`config.mk`:
```
export PLATFORM = sky130hd
export DESIGN_NAME = motor_loop_speed_profile_regs
export DESIGN_NICKNAME = d
export VERILOG_FILES = /design/src/rtl/motor_loop_pkg.sv /design/src/rtl/motor_loop_speed_profile_regs.sv
export VERILOG_INCLUDE_DIRS = /design/src /design/src/rtl
export SDC_FILE = /design/constraint.sdc
export NUM_CORES = 1
export LEC_CHECK = 0
export BUFFER_PORTS_ARGS = -buffer_cell sky130_fd_sc_hd__buf_2
export CAP_MARGIN = 10
export CORE_ASPECT_RATIO = 1.1
export CORE_MARGIN = 2
export CORE_UTILIZATION = 25
export CTS_CLUSTER_SIZE = 8
export DETAILED_ROUTE_END_ITERATION = 7
export SLEW_MARGIN = 40
export SYNTH_ARGS = -nofsm -noshare
export SYNTH_HDL_FRONTEND = slang
export SYNTH_SLANG_ARGS = --single-unit
```
`constraint.sdc`:
```
create_clock -name i_ref_clk -period 18.1 [get_ports i_ref_clk]
set_input_delay 4.525 -clock i_ref_clk [delete_from_list [all_inputs] [get_ports i_ref_clk]]
set_output_delay 4.525 -clock i_ref_clk [all_outputs]
set_load 0.01 [all_outputs]
```
`src/rtl/motor_loop_defines.svh`:
```
// register offsets, field positions and reset values of the loop and profile bank
`ifndef MOTOR_LOOP_DEFINES_SVH
`define MOTOR_LOOP_DEFINES_SVH

// register indices as printed; byte address is four times the index
`define IDX_CLOSED_LOOP_THREE   8'h8c
`define IDX_CLOSED_LOOP_FOUR    8'h8e
`define IDX_PROFILE_ONE         8'h94
`define IDX_PROFILE_TWO         8'h96
`define IDX_PROFILE_THREE       8'h98
`define IDX_PROFILE_FOUR        8'h9a
`define IDX_PROFILE_FIVE        8'h9c
`define IDX_STATUS              8'ha0

// bus geometry
`define ADDR_W                  12
`define NUM_WORDS               7
`define WORD_RESET              32'h00000000

// storable bits per word; the fifth profile word keeps only bits 31-30 here
`define MASK_FULL               32'hffffffff
`define MASK_PROFILE_FIVE       32'hc0000000

// closed-loop word three
`define BEMF_MSB                30
`define BEMF_LSB                23
`define CKP_MSB                 22
`define CKP_LSB                 13
`define CKI_MSB                 12
`define CKI_LSB                 3
`define VKP_HI_MSB              2
`define VKP_HI_LSB              0

// closed-loop word four
`define VKP_LO_MSB              30
`define VKP_LO_LSB              24
`define VKI_MSB                 23
`define VKI_LSB                 14
`define MAXSPD_MSB              13
`define MAXSPD_LSB              0

// profile word one
`define PTYPE_MSB               30
`define PTYPE_LSB               29
`define ON1_MSB                 28
`define ON1_LSB                 21
`define OFF1_MSB                20
`define OFF1_LSB                13
`define CLAMP1_MSB              12
`define CLAMP1_LSB              5
`define DA_HI_MSB               4
`define DA_HI_LSB               0

// profile word two
`define DA_LO_MSB               30
`define DA_LO_LSB               28
`define DB_MSB                  27
`define DB_LSB                  20
`define DC_MSB                  19
`define DC_LSB                  12
`define DD_MSB                  11
`define DD_LSB                  4
`define DE_HI_MSB               3
`define DE_HI_LSB               0

// profile word three
`define DE_LO_MSB               30
`define DE_LO_LSB               27
`define ON2_MSB                 26
`define ON2_LSB                 19
`define OFF2_MSB                18
`define OFF2_LSB                11
`define CLAMP2_MSB              10
`define CLAMP2_LSB              3
`define HYST_MSB                2
`define HYST_LSB                1

// profile word four and five
`define SOFF1_MSB               30
`define SOFF1_LSB               23
`define SCLAMP1_MSB             22
`define SCLAMP1_LSB             15
`define SA_MSB                  14
`define SA_LSB                  7
`define SB_HI_MSB               6
`define SB_HI_LSB               0
`define SB_LO_BIT               30

`endif

```
`src/rtl/motor_loop_pkg.sv`:
```
// types shared by the loop and profile register bank
package motor_loop_pkg;

   typedef enum logic [1:0] {
      PROFILE_SPEED_REF,
      PROFILE_LINEAR,
      PROFILE_STAIRCASE,
      PROFILE_FWD_REV
   } profile_type_t;

   typedef enum logic [1:0] {
      HYST_NONE,
      HYST_HALF_PCT,
      HYST_ONE_PCT,
      HYST_TWO_PCT
   } duty_hysteresis_t;

   typedef struct packed {
      logic [7:0]  back_emf_constant;
      logic [9:0]  current_prop_gain;
      logic [9:0]  current_integ_gain;
      logic        current_gain_auto;
      logic [9:0]  velocity_prop_gain;
      logic [9:0]  velocity_integ_gain;
      logic [13:0] max_speed_code;
   } loop_cfg_t;

   typedef struct packed {
      profile_type_t profile_type_select;
      logic [7:0]    turn_on_duty_first;
      logic [7:0]    turn_off_duty_first;
      logic [7:0]    clamp_duty_first;
      logic [7:0]    duty_a;
      logic [7:0]    duty_b;
      logic [7:0]    duty_c;
      logic [7:0]    duty_d;
      logic [7:0]    duty_e;
      logic [7:0]    turn_on_duty_second;
      logic [7:0]    turn_off_duty_second;
      logic [7:0]    clamp_duty_second;
      duty_hysteresis_t    duty_hysteresis;
      logic [7:0]    turn_off_rate_first;
      logic [7:0]    clamp_rate_first;
      logic [7:0]    speed_a;
      logic [7:0]    speed_b;
   } profile_cfg_t;

endpackage : motor_loop_pkg

```
`src/rtl/motor_loop_speed_profile_regs.sv`:
```
// apb register bank for closed-loop tuning and speed-profile settings
//
// The APB register port was decided locally.
`timescale 1ns/1ps
`include "motor_loop_defines.svh"

module motor_loop_speed_profile_regs (
   // clock, reset, enable
   input  wire logic                           i_ref_clk,
   input  wire logic                           i_srst,
   input  wire logic                           i_clk_en,
   // apb slave
   input  wire logic                           i_psel,
   input  wire logic                           i_penable,
   input  wire logic                           i_pwrite,
   input  wire logic [`ADDR_W-1:0]             i_paddr,
   input  wire logic [31:0]                    i_pwdata,
   output logic      [31:0]                    o_prdata,
   output logic                                o_pready,
   output logic                                o_pslverr,
   // decoded settings
   output motor_loop_pkg::loop_cfg_t           o_loop_cfg,
   output motor_loop_pkg::profile_cfg_t        o_profile_cfg
);

   //----------------------------------------------------------------
   // address decode
   //----------------------------------------------------------------
   localparam logic [7:0] WORD_IDX [`NUM_WORDS] = '{
      `IDX_CLOSED_LOOP_THREE, `IDX_CLOSED_LOOP_FOUR, `IDX_PROFILE_ONE,
      `IDX_PROFILE_TWO, `IDX_PROFILE_THREE, `IDX_PROFILE_FOUR, `IDX_PROFILE_FIVE
   };
   localparam logic [31:0] WORD_MASK [`NUM_WORDS] = '{
      `MASK_FULL, `MASK_FULL, `MASK_FULL, `MASK_FULL, `MASK_FULL, `MASK_FULL,
      `MASK_PROFILE_FIVE
   };

   logic [31:0]            word       [`NUM_WORDS];
   logic [`NUM_WORDS-1:0]  hit;
   logic [31:0]            status_word;
   logic [31:0]            next_prdata;
   logic                   status_hit;
   logic                   mapped;
   logic                   setup_phase;
   logic                   write_take;
   logic                   aligned;

   // a transfer stalls while the block is frozen
   assign o_pready    = i_clk_en;
   assign setup_phase = i_psel & ~i_penable;
   assign write_take  = i_psel & i_penable & i_pwrite & i_clk_en;
   assign aligned     = (i_paddr[1:0] == 2'b00);
   assign status_hit  = aligned & (i_paddr[`ADDR_W-1:2] == {2'b00, `IDX_STATUS});
   assign mapped      = (|hit) | status_hit;

   //----------------------------------------------------------------
   // storage, one flop word per writable register
   //----------------------------------------------------------------
   genvar gi;
   generate
      for (gi = 0; gi < `NUM_WORDS; gi++) begin : g_word
         assign hit[gi] = aligned & (i_paddr[`ADDR_W-1:2] == {2'b00, WORD_IDX[gi]});
         always_ff @(posedge i_ref_clk) begin
            if (i_srst) begin
               word[gi] <= `WORD_RESET;
            end else if (write_take && hit[gi]) begin
               word[gi] <= i_pwdata & WORD_MASK[gi];
            end
         end
      end
   endgenerate

   //----------------------------------------------------------------
   // read path, data captured in the setup cycle
   //----------------------------------------------------------------
   always_comb begin
      next_prdata = 32'h00000000;
      for (int k = 0; k < `NUM_WORDS; k++) begin
         if (hit[k]) begin
            next_prdata = word[k];
         end
      end
      if (status_hit) begin
         next_prdata = status_word;
      end
   end

   always_ff @(posedge i_ref_clk) begin
      if (i_srst) begin
         o_prdata  <= 32'h00000000;
         o_pslverr <= 1'b0;
      end else if (i_clk_en && setup_phase) begin
         o_prdata  <= i_pwrite ? 32'h00000000 : next_prdata;
         o_pslverr <= ~mapped | (i_pwrite & status_hit);
      end
   end

   //----------------------------------------------------------------
   // closed-loop fields
   //----------------------------------------------------------------
   // back-emf code
   assign o_loop_cfg.back_emf_constant = word[0][`BEMF_MSB:`BEMF_LSB];
   assign o_loop_cfg.current_prop_gain = word[0][`CKP_MSB:`CKP_LSB];
   assign o_loop_cfg.current_integ_gain = word[0][`CKI_MSB:`CKI_LSB];
   assign o_loop_cfg.current_gain_auto =
      (word[0][`CKP_MSB:`CKP_LSB] == 10'h000) & (word[0][`CKI_MSB:`CKI_LSB] == 10'h000);
   assign o_loop_cfg.velocity_prop_gain =
      {word[0][`VKP_HI_MSB:`VKP_HI_LSB], word[1][`VKP_LO_MSB:`VKP_LO_LSB]};
   assign o_loop_cfg.velocity_integ_gain = word[1][`VKI_MSB:`VKI_LSB];
   assign o_loop_cfg.max_speed_code = word[1][`MAXSPD_MSB:`MAXSPD_LSB];

   //----------------------------------------------------------------
   // speed-profile fields
   //----------------------------------------------------------------
   logic speed_ref_mode;

   assign o_profile_cfg.profile_type_select =
      motor_loop_pkg::profile_type_t'(word[2][`PTYPE_MSB:`PTYPE_LSB]);
   assign speed_ref_mode =
      (o_profile_cfg.profile_type_select == motor_loop_pkg::PROFILE_SPEED_REF);

   assign o_profile_cfg.turn_on_duty_first  = word[2][`ON1_MSB:`ON1_LSB];
   assign o_profile_cfg.turn_off_duty_first = word[2][`OFF1_MSB:`OFF1_LSB];
   assign o_profile_cfg.clamp_duty_first    = word[2][`CLAMP1_MSB:`CLAMP1_LSB];

   assign o_profile_cfg.duty_a =
      {word[2][`DA_HI_MSB:`DA_HI_LSB], word[3][`DA_LO_MSB:`DA_LO_LSB]};
   assign o_profile_cfg.duty_b = word[3][`DB_MSB:`DB_LSB];
   assign o_profile_cfg.duty_c = word[3][`DC_MSB:`DC_LSB];
   assign o_profile_cfg.duty_d = word[3][`DD_MSB:`DD_LSB];
   assign o_profile_cfg.duty_e =
      {word[3][`DE_HI_MSB:`DE_HI_LSB], word[4][`DE_LO_MSB:`DE_LO_LSB]};

   assign o_profile_cfg.turn_on_duty_second  = word[4][`ON2_MSB:`ON2_LSB];
   assign o_profile_cfg.turn_off_duty_second = word[4][`OFF2_MSB:`OFF2_LSB];
   assign o_profile_cfg.clamp_duty_second    = word[4][`CLAMP2_MSB:`CLAMP2_LSB];

   assign o_profile_cfg.duty_hysteresis = speed_ref_mode ?
      motor_loop_pkg::duty_hysteresis_t'(word[4][`HYST_MSB:`HYST_LSB]) :
      motor_loop_pkg::HYST_NONE;

   assign o_profile_cfg.turn_off_rate_first = word[5][`SOFF1_MSB:`SOFF1_LSB];
   assign o_profile_cfg.clamp_rate_first    = word[5][`SCLAMP1_MSB:`SCLAMP1_LSB];
   assign o_profile_cfg.speed_a = word[5][`SA_MSB:`SA_LSB];
   assign o_profile_cfg.speed_b =
      {word[5][`SB_HI_MSB:`SB_HI_LSB], word[6][`SB_LO_BIT]};

   //----------------------------------------------------------------
   // status word
   //----------------------------------------------------------------
   // bit 0 auto current gains, bits 2-1 profile type, bits 4-3 applied hysteresis
   assign status_word = {27'h0000000, o_profile_cfg.duty_hysteresis,
                         o_profile_cfg.profile_type_select, o_loop_cfg.current_gain_auto};

endmodule : motor_loop_speed_profile_regs

```
# Yosys cells after proc, flatten, opt, wreduce, memory -nomap -nowiden
# Memories as Yosys holds them, arrays and structs flattened.
# Index checks and enable logic that the tools add are counted.
dict set report word_totals {
  word_cells 89
  regBits 33
  ram_bits 224
  out_inout_bits 221
  mem_count 1
  inputBits 50
}
dict set report classes {
  muxes 40
  reduce_logical 13
  eq_ne 8
  bitwise_logic 25
}
# memory depth width read_ports rd_ports_with_merged_regs wr line
set mem_list {}
lappend mem_list {word 7 32 7 0 7 motor_loop_speed_profile_regs.sv:38} ;# logic [31:0] word [`NUM_WORDS];
# op count
set ops {}
lappend ops {{32-bit 2-to-1 mux} 16}
lappend ops {{10-bit by 8-bit equality test with 1-bit output, second input constant} 8}
lappend ops {{1-bit 2-to-1 mux} 23}
lappend ops {{10-bit zero test} 2}
lappend ops {{1-bit AND} 14}
lappend ops {{1-bit bitwise OR} 9}
lappend ops {{1-bit logical AND} 8}
lappend ops {{7-bit OR reduction} 1}
lappend ops {{2-bit zero test} 2}
lappend ops {{2-bit 2-to-1 mux} 1}
lappend ops {{1-bit NOT} 2}

# Longest topological paths before layout
# Gate-level depths: netlist of run 1.
dict set report logic_depth {
  ltp_word 11
  depth_mapped 8
  ltp_nobuf 5
}

# Worst setup path after synthesis of run 1
# Ideal clock, no wire load.
dict set report synth_timing {
  kind {input to output}
  start {input i_clk_en}
  end {output o_pready}
  arrival_ns 4.644
  path_buffers 1
  stages 1
  t_required_ns 13.575
  setup_slack_ns 8.931
  cell_sequence {buf_4}
}
# item line
set synth_rtl {}
lappend synth_rtl {{start, declared} motor_loop_speed_profile_regs.sv:11} ;# input wire logic i_clk_en,
lappend synth_rtl {{end, declared} motor_loop_speed_profile_regs.sv:19} ;# output logic o_pready,
# No word-level cell between the ends.

# Worst setup path in the final report of run 1
dict set report layout_timing {
  start {input i_clk_en}
  end {output o_pready}
}
# No word-level cell between the ends.

==> summary.txt, run 1 <==
Finish
  • Fillers: between 4000 and 5000
  • Nets: 1236
  • Finished Cell Area: 14000 µm²
  • Share of layout cells above drive strength 1: 0.307
  • Area Growth Syn to Fin: 15.2%

Clock network
  • Postcts setup bufs: 0
  • Hold buffers post-CTS: 0
  • Cts repair resizes: 0
  • CTS Root Buffer Type: clkbuf_16
  • CTS clk-pin slew, worst paths: 50 ps
  • Clock Tree Buf Depth: 3
  • TritonCTS clock tree: done
  • TritonCTS Buffers: 34
  • Clk sinks: between 200 and 250
  • Worst-Skew Late Latency: 510 ps
  • H-Tree Depth: 2

Synthesis
  • Synth cell types: 62
  • Cell accounting for the most synthesized area: edfxtp_1
  • Post-synthesis cell count: 1112
  • Synthesis-stage register bit count: 227
  • Sequential share of the synthesized area: 0.533
  • Dominant synthesized flop cell: edfxtp_1
  • Ys async rst share: 0
  • Synth Area in Adders: 0
  • Top cells by count, synth: 194 x edfxtp_1, 188 x buf_4, 131 x and2_1, 90 x o21ai_0, 68 x and3_1
  • Largest family of logic cells by synthesized area: simple AND/OR/NAND/NOR gates
  • Syn avg cell area: 10.9 µm²
  • Compound-Gate Fraction of Synth Area: 0.144
  • Warnings, synthesis: 0
  • Mux share of post-synthesis cell area: 0.00463
  • Most numerous cell in the Yosys netlist: edfxtp_1
  • Post-Synth XOR/XNOR Area: 0.000720
  • Synth top area cells: edfxtp_1 48%, buf_4 12%, and2_1 6.7%
  • Number of synthesized flops with an enable pin: around 190
  • Simple-gate area share of the yosys netlist: 0.176
  • Synth top area share: 0.479
  • Mapped Area: 12200 µm²
  • Syn Nets: 1162

Critical path
  • Crit path DAT: 4780 ps
  • Setup crit end kind: output pin
  • Worst Path Required: 13570 ps
  • Critical path launch point type: input port
  • Cell Chain, Critical Path: buf_2 > buf_2
  • Delay-heaviest family, CP: buffers and inverters
  • Bufs and invs on worst path: 2
  • CP max-delay cell: buf_2
  • Worst path max stage delay: 140 ps
  • Worst path most repeated cell: buf_2
  • Worst Path Max Fanout: 4
  • Crit path kind: in2out

Die
  • DIE WIDTH: approximately 210 µm
  • Core area: 47900 µm²
  • # rows: 84
  • I/O pins: 271
  • Effective utilization at floorplan: 0.254
  • Height of the die: 235 µm
  • Area of the die: ~50000 µm²

Power
  • Power Total: 1310 µW
  • Peak supply drop: 0.0593 mV
  • Power per cell area: 93.2 nW/µm²
  • Static Leakage: 0.00573 µW

Route
  • Overall routed net length: 49400 µm
  • Initial drt markers: around 960
  • Via/cell ratio: 5.19
  • Routed Antenna Nets: 0
  • Via count: a little under 10000
  • Post-route DRC: 0
  • Routed length per placed instance: 26.6 µm
  • Drt pass-1 iters: 5

Timing
  • Max Slew Vio Count: 0
  • Clock Skew: about 12 ps
  • Relative slew slack: 0.406
  • Final Setup Violations: 0
  • Max Freq: 0.107 GHz
  • Final critical-path share of the clock period: 0.514
  • TNS Setup: 0 ps
  • Hold Vio Cnt, Final: 0
  • Worst Tran Pin Value: 888 ps
  • RSZ-0062 raised after global routing: false
  • Min cycle time layout: approximately 9300 ps

Place
  • HPWL after DPL: 32500 µm
  • IO buf count: 270
  • Placed Area: 13000 µm²
  • RePlAce Congestion: 0.781

Run
  • Max-cap violations: 0

Global route
  • GRT Resource Usage Total: 0.189
  • Vias in the first global route: between 9000 and 10000
  • Largest net degree at the start of global routing: 67
  • Global route total overflow: 0
  • Initial antenna violation count: 3
  • First-pass GRT wire length: 69700 µm

Status
  • Outcome: completed

Worst hold path
  • Worst hold path class: reg2reg
==> cell type report <==
type                    count  area (µm²)  area share
clock buffers              57         978      0.0698
repair buffers            299        1630       0.116
clock inverters             1        8.76    0.000625
multi-input cells         622        4090       0.292
flip-flops and latches    227        6490       0.463
inverters                   2        7.51    0.000536
well taps                 645         807      0.0576
diodes                      3        7.51    0.000536
==> cells by family after synthesis <==
| kind of cell | after synthesis |
|---|---|
| DFF | 227 |
| and+or+nand+nor | 366 |
| xor gates and xnor gates | 1 |
| AOI/OAI and AO/OA | 250 |
| buffers and inverters | 263 |
| muxes | 5 |
==> routing by layer <==
metal  global-route usage  vias up  wire (µm)  share of wire
li1                     -     4084          -              -
met1                0.235     4861      20100           0.41
met2                0.314      553      23500           0.47
met3               0.0437      139       3910          0.079
met4               0.0831        2       2020          0.041
met5                    0        -         13        0.00026
==> worst paths after layout <==
check,start,to,slack [ps],cells after the start
max reg2reg,word[0][7],o_prdata[0],16180,5
min reg2reg,o_pslverr,o_pslverr,450,2
min,o_pslverr,o_pslverr,450,2
max,i_clk_en,o_pready,8790,2
==> report_power, final <==
group          internal (µW)  leakage (µW)  switching, µW
clock network            365      0.000474            239
registers                590       0.00211           17.7
logic                   28.5       0.00315           66.3
==> placed cells by master, fill, tap and decap left out, types with 4 or more instances in the layout <==
master     instances
nor2b_1            5
a221o_1           23
edfxtp_1         194
o32a_1             7
a221oi_1           9
buf_4             26
a21oi_1           35
and2_1           131
a22oi_1            7
clkbuf_16         35
and3_1            67
or3_1              4
nand4_1            5
clkbuf_1          20
nor3_1             8
o211a_1           21
nor4_1            11
a41oi_1           21
mux2_2             5
o32ai_1            4
nand2_1           56
buf_2            270
nor2_1            38
dfxtp_1           33
o21ai_0           89
a32o_1             4
==> flip-flops by register name, indices dropped and copies added, names as in the netlist <==
register	flops
o_prdata	32
o_pslverr	1
word	194
==> stage by stage <==
step	hold WS (ps)	setup WS [ps]	utilization	instances
6_report	454	8790	0.292	1856
5_1_grt	478	8790	0.292	1853
4_1_cts	462	8790	0.292	1852
3_5_place_dp	457	8790	0.271	1794
3_3_place_gp	447	8790	0.270	1791
2_1_floorplan	476	8930	-	1112
(Power assumes the default switching activity.)
==> inputs of run 2 (changes only) <==
clock period = 7.5 ns   (was 18.1 ns; I/O delays follow)
==> run 2 against run 1 <==
  * Sequential power grew 140%
  * Power increased by 140%
  * Cell count down 0.22%
  * Hold slack got worse by 1.3 ps
  * Non-clock buffer count is 5 lower
  * Register-to-register slack worse by 11000 ps
  * Final area shrank 0.47%
  * Worst setup slack got worse by 5600 ps
  * First-iteration DRC count down 5.8%
  * Clock-buffer cell count decreased by 2
  * Core utilization down 0.14 points
  * Sequential share of layout area grew 0.22 points
==> summary.txt, run 2 (synthesis results as in run 1) <==
Critical path
  • Reg2reg setup slack: 5570 ps (was 16180 ps)
  • Worst Path Max Fanout: 21 (was 4)
  • Reg-to-reg endpoint: o_prdata[0] (unchanged)
  • R2R cell count: 5 (unchanged)
  • FF-to-FF Start: word[0][15] (was word[0][7])
  • Crit path DAT: 4480 ps (was 4780 ps)
  • Crit path kind: in2reg (was in2out)
  • Setup crit end kind: flop (was output pin)
  • Critical path launch point type: input port (unchanged)
  • Worst Path Required: 7670 ps (was 13570 ps)

Finish
  • Most flops, register: word (unchanged)
  • Fillers: 5032 (was 4972)
  • Biggest regs: word x194, o_prdata x32, o_pslverr x1 (unchanged)
  • Commonest cells after routing, fill and taps aside: 270 x buf_2, 194 x edfxtp_1, 131 x and2_1 (unchanged)
  • Share of layout cells above drive strength 1: 0.304 (was 0.307)
  • Max reg flops: 194 (unchanged)
  • Commonest non-fill, non-tap cell in the layout: buf_2 (unchanged)
  • Nets: 1231 (was 1236)
  • Area Growth Syn to Fin: 14.6% (was 15.2%)

Route
  • Post-route DRC: 0 (unchanged)
  • Via count: 9317 (was 9639)
  • Routed Antenna Nets: 0 (unchanged)
  • Drt pass-1 iters: 5 (unchanged)
  • Initial drt markers: 908 (was 964)
  • Routed length per placed instance: 26.6 µm (about the same)
  • Overall routed net length: 49200 µm (was 49400 µm)
  • Via/cell ratio: 5.03 (was 5.19)

Global route
  • GR met3 Demand/Resource: 0.0769 (was 0.0437)
  • Largest net degree at the start of global routing: 67 (unchanged)
  • GRT Resource Usage Total: 0.189 (about the same)
  • Busiest grt layer: met2 (unchanged)
  • Vias in the first global route: 9496 (was 9790)
  • First-pass GRT wire length: 69100 µm (was 69700 µm)
  • GR met1 Demand/Resource: 0.218 (was 0.235)
  • Met2 Usage GRT: 0.307 (was 0.314)
  • Initial antenna violation count: 6 (was 3)
  • Global route total overflow: 0 (unchanged)

Timing
  • Clock Skew: 14.3 ps (was 12.3 ps)
  • Final Setup Violations: 0 (unchanged)
  • Hold Vio Cnt, Final: 0 (unchanged)
  • Worst Tran Pin Value: 842 ps (was 888 ps)
  • Relative slew slack: 0.438 (was 0.406)
  • Min cycle time layout: 4310 ps
  • Max Freq: around 0.23 GHz
  • Fin worst setup slack: 3190 ps (was 8790 ps)
  • Max Slew Vio Count: 0 (unchanged)
  • RSZ-0062 raised after global routing: false (unchanged)
  • Final critical-path share of the clock period: 0.575
  • TNS Setup: 0 ps (unchanged)

Die
  • DIE WIDTH: 214 µm (unchanged)
  • Effective utilization at floorplan: 0.254 (unchanged)
  • Area of the die: 50500 µm² (unchanged)
  • Core area: 47900 µm² (unchanged)
  • I/O pins: 271 (unchanged)
  • # rows: 84 (unchanged)
  • Height of the die: 235 µm (unchanged)

Worst hold path
  • Hold-critical path depth: 2 (unchanged)
  • WHS Endpoint: o_pslverr (unchanged)
  • Hold Crit Start: o_pslverr (unchanged)
  • Worst hold path class: reg2reg (unchanged)

Clock network
  • Cts repair resizes: 0 (unchanged)
  • Hold buffers post-CTS: 0 (unchanged)
  • CTS clk-pin slew, worst paths: 50 ps (about the same)
  • Clk sinks: 227 (unchanged)
  • TritonCTS clock tree: done (unchanged)
  • TritonCTS Buffers: 34 (unchanged)
  • Worst-Skew Late Latency: 510 ps (about the same)
  • Clock Tree Buf Depth: 3 (unchanged)
  • Postcts setup bufs: 0 (unchanged)
  • CTS Root Buffer Type: clkbuf_16 (unchanged)
  • H-Tree Depth: 2 (unchanged)

Power
  • Clock power share: 0.455 (was 0.462)
  • Static Leakage: 0.00569 µW (was 0.00573 µW)
  • Sw Pwr: 769 µW (was 323 µW)
  • Combinational Power Share: 0.075 (was 0.073)
  • Internal power: 2350 µW (was 984 µW)
  • Sw Ratio: 0.246 (was 0.247)
  • Flop pwr share: 0.470 (was 0.465)
  • Peak supply drop: 0.118 mV (was 0.0593 mV)
  • Power per cell area: 224 nW/µm² (was 93.2 nW/µm²)
  • Power Total: 3120 µW (was 1310 µW)

Run
  • Max-cap violations: 0 (unchanged)

Place
  • Pre-CTS setup slack: 2690 ps (was 8790 ps)
  • IO buf count: 270 (unchanged)
  • RePlAce Congestion: 0.797 (was 0.781)
  • HPWL after DPL: 33600 µm (was 32500 µm)

Status
  • Outcome: completed (unchanged)
[run 2: changes by cell type in the layout (fill, tap and decap cells not counted), sizes merged]
cell      delta
clkbuf       -2
diode        +2
clkinvlp     +1
buf          -5
[run 2: per-layer routing]
metal | up-vias | wire length, µm
li1 | 4070 | -
met2 | 531 | 23200
met4 | 6 | 1850
met3 | 111 | 5420
met1 | 4599 | 18700
met5 | - | 34
[run 2: power groups by stage]
stage / clock [µW] / sequential [µW] / combinational [µW]
after floorplan: 0 / 1470 / 163
after global placement: 0 / 1490 / 232
after global routing: 1490 / 1470 / 248
after detailed placement: 0 / 1490 / 234
final: 1420 / 1470 / 233
after CTS: 1440 / 1470 / 235
[run 2: worst max-delay path, cell delays in order]
cell and delay, ps:
buf_2 130, nor4b_1 630, nand3_2 430, buf_4 410
o21ai_4 540, buf_4 440
[run 2: worst max path at each step]
stage               slack, ps  cells after the start     endpoint  startpoint
finish                   3190                      6  word[5][24]  i_paddr[2]
global route             3080                      6  word[5][24]  i_paddr[2]
CTS                      3210                      6   word[5][0]  i_paddr[2]
detailed placement       2690                      6  word[2][22]  i_paddr[3]
global placement         2660                      6   word[3][5]  i_paddr[2]
floorplan                1110                      4   word[3][0]  i_paddr[8]
[run 2: stage by stage]
stage / area [µm²] / hold slack, ps / instances / utilization
2_1_floorplan: 12200 / 476 / 1112 / -
3_3_place_gp: 12900 / 446 / 1786 / 0.269
3_5_place_dp: 13000 / 446 / 1789 / 0.270
4_1_cts: 13900 / 453 / 1846 / 0.291
5_1_grt: 13900 / 485 / 1849 / 0.291
6_report: 13900 / 453 / 1852 / 0.291
[run 2: layout make-up]
class | instances | area, µm² | area share
flip-flops and latches | 227 | 6490 | 0.465
multi-input cells | 622 | 4110 | 0.294
diodes | 5 | 12.5 | 0.000897
clock buffers | 55 | 951 | 0.0682
well taps | 645 | 807 | 0.0579
clock inverters | 2 | 16.3 | 0.00117
inverters | 2 | 7.51 | 0.000538
repair buffers | 294 | 1560 | 0.112
==> inputs of run 3 (changes only) <==
clock period = 3.58 ns   (was 7.5 ns; I/O delays follow)
==> run 3 against run 2 <==
  * Power increased by 110%
  * Clock power is 120% higher
  * Critical path type is now reg2out
  * Routed wire length down 0.28%
  * Largest power group unchanged
  * Via count grew 3.5%
==> summary.txt, run 3 (synthesis results as in run 1) <==
Route
  • Overall routed net length: 49100 µm (was 49200 µm)
  • Via count: 9644 (was 9317)
  • Post-route DRC: 0 (unchanged)
  • Drt pass-1 iters: 6 (was 5)
  • Routed length per placed instance: 26.0 µm (was 26.6 µm)
  • Routed Antenna Nets: 0 (unchanged)
  • Initial drt markers: 1294 (was 908)
  • Via/cell ratio: 5.11 (was 5.03)

Status
  • Outcome: completed (unchanged)

Global route
  • Met2 Usage GRT: 0.318 (was 0.307)
  • GR met3 Demand/Resource: 0.0416 (was 0.0769)
  • Global route total overflow: 0 (unchanged)
  • Busiest grt layer: met2 (unchanged)
  • First-pass GRT wire length: 69100 µm (about the same)
  • Initial antenna violation count: 9 (was 6)
  • Vias in the first global route: 9488 (was 9496)
  • GRT Resource Usage Total: 0.188 (was 0.189)
  • GR met1 Demand/Resource: 0.237 (was 0.218)
  • Largest net degree at the start of global routing: 48 (was 67)

Critical path
  • Crit path DAT: 2240 ps (was 4480 ps)
  • CP Launch Point: word[0][15] (was i_paddr[2])
  • Reg-to-reg endpoint: o_prdata[0] (unchanged)
  • Cell Chain, Critical Path: nor4_1 > nand2_1 > nor2_1 > buf_2 (was buf_2 > nor4b_1 > nand3_2 > buf_4 > o21ai_4 > buf_4)
  • Worst Path Max Fanout: 3 (was 21)
  • CP max-delay cell: edfxtp_1 (was nor4b_1)
  • FF-to-FF Start: word[0][15] (unchanged)
  • Bufs and invs on worst path: 1 (was 3)
  • Setup crit end kind: output pin (was flop)
  • Crit path kind: reg2out (was in2reg)
  • Reg2reg setup slack: 1710 ps (was 5570 ps)
  • Worst Path Required: 2680 ps (was 7670 ps)
  • Worst path max stage delay: 490 ps (was 630 ps)
  • Delay-heaviest family, CP: simple AND/OR/NAND/NOR gates (unchanged)
  • R2R cell count: 5 (unchanged)
  • Critical path launch point type: flop (was input port)

Power
  • Static Leakage: 0.00587 µW (was 0.00569 µW)
  • Peak supply drop: 0.309 mV (was 0.118 mV)
  • Power per cell area: 466 nW/µm² (was 224 nW/µm²)

Clock network
  • Cts repair resizes: 0 (unchanged)
  • Clk sinks: 227 (unchanged)
  • TritonCTS clock tree: done (unchanged)
  • Postcts setup bufs: 0 (unchanged)
  • CTS Root Buffer Type: clkbuf_16 (unchanged)
  • Clock Tree Buf Depth: 3 (unchanged)
  • Worst-Skew Late Latency: 530 ps (was 510 ps)
  • TritonCTS Buffers: 35 (was 34)
  • Hold buffers post-CTS: 0 (unchanged)
  • H-Tree Depth: 2 (unchanged)
  • CTS clk-pin slew, worst paths: 50 ps (about the same)

Die
  • # rows: 84 (unchanged)
  • Effective utilization at floorplan: 0.254 (unchanged)
  • Core area: 47900 µm² (unchanged)
  • Area of the die: 50500 µm² (unchanged)
  • I/O pins: 271 (unchanged)
  • Height of the die: 235 µm (unchanged)
  • DIE WIDTH: 214 µm (unchanged)

Timing
  • Relative slew slack: 0.508 (was 0.438)
  • RSZ-0062 raised after global routing: false (unchanged)
  • Clock Skew: 16.7 ps (was 14.3 ps)
  • Final critical-path share of the clock period: 0.876
  • TNS Setup: 0 ps (unchanged)
  • Min cycle time layout: between 3000 and 4000 ps
  • Max Slew Vio Count: 0 (unchanged)
  • Max Freq: 0.319 GHz
  • Worst Tran Pin Value: 733 ps (was 842 ps)
  • Final Setup Violations: 0 (unchanged)
  • Hold Vio Cnt, Final: 0 (unchanged)

Worst hold path
  • Hold Crit Start: o_pslverr (unchanged)
  • Worst hold path class: reg2reg (unchanged)
  • WHS Endpoint: o_pslverr (unchanged)
  • Hold-critical path depth: 2 (unchanged)

Finish
  • Biggest regs: word x194, o_prdata x32, o_pslverr x1 (unchanged)
  • Area Growth Syn to Fin: 16.9% (was 14.6%)
  • Commonest non-fill, non-tap cell in the layout: buf_2 (unchanged)
  • Most flops, register: word (unchanged)
  • Max reg flops: 194 (unchanged)
  • Share of layout cells above drive strength 1: 0.324 (was 0.304)
  • Nets: 1265 (was 1231)
  • Commonest cells after routing, fill and taps aside: 270 x buf_2, 194 x edfxtp_1, 131 x and2_1 (unchanged)
  • Finished Layout Cells: 1887 (was 1852)
  • Fillers: 4989 (was 5032)

Place
  • HPWL after DPL: 35000 µm (was 33600 µm)
  • Cell count after placement: 1823 (was 1789)
  • RePlAce Congestion: 0.838 (was 0.797)
  • IO buf count: 270 (unchanged)

Run
  • Max-cap violations: 0 (unchanged)
[run 3: cell count changes in the layout (fill, tap and decap cells not counted), sizes merged]
cell	previous run	this run
buf	294	327
clkinv	0	3
diode	5	3
inv	3	5
clkinvlp	1	0
[run 3: cell type report]
type / instances / area [µm²] / share of cell area
sequential: 227 / 6490 / 0.456
multi-input combinational: 622 / 4090 / 0.288
timing repair buffer: 327 / 1830 / 0.129
clock buffer: 55 / 951 / 0.0669
tap: 645 / 807 / 0.0567
clock inverter: 6 / 45.0 / 0.00317
inverter: 2 / 7.51 / 0.000528
antenna: 3 / 7.51 / 0.000528
[run 3: worst max path at each step]
stage / to / cells past startpoint
4_1_cts: o_loop_cfg[34] / 4
3_3_place_gp: o_prdata[30] / 7
6_report: o_loop_cfg[34] / 4
3_5_place_dp: o_prdata[30] / 7
2_1_floorplan: word[2][0] / 4
5_1_grt: o_loop_cfg[34] / 4
[run 3: per-layer routing]
layer | wire (µm) | part of all wire
met1 | 19900 | 0.40
met2 | 23500 | 0.48
met3 | 4180 | 0.085
met4 | 1470 | 0.030
met5 | 13 | 0.00027
[run 3: metrics by stage]
stage | hold WS, ps | util | power, µW | instance area, µm² | setup slack, ps
3_3_place_gp | 464 | 0.276 | 3610 | 13200 | 580
5_1_grt | 501 | 0.297 | 6830 | 14200 | 286
2_1_floorplan | 476 | - | 3420 | 12200 | 6.87
6_report | 479 | 0.297 | 6630 | 14200 | 444
3_5_place_dp | 471 | 0.276 | 3620 | 13200 | 551
4_1_cts | 484 | 0.297 | 6680 | 14200 | 393
[run 3: power breakdown]
group	switching, µW	leakage (µW)	total [µW]	internal [µW]
combinational	339	0.00328	493	154
sequential	99.0	0.00211	3080	2980
clock	1230	0.000480	3060	1820
total	1670	0.00587	6630	4960
[run 3: worst min-delay path, stage by stage (launching register included)]
cell,delay (ps)
dfxtp_1,320
nand2_1,60
a21oi_1,50
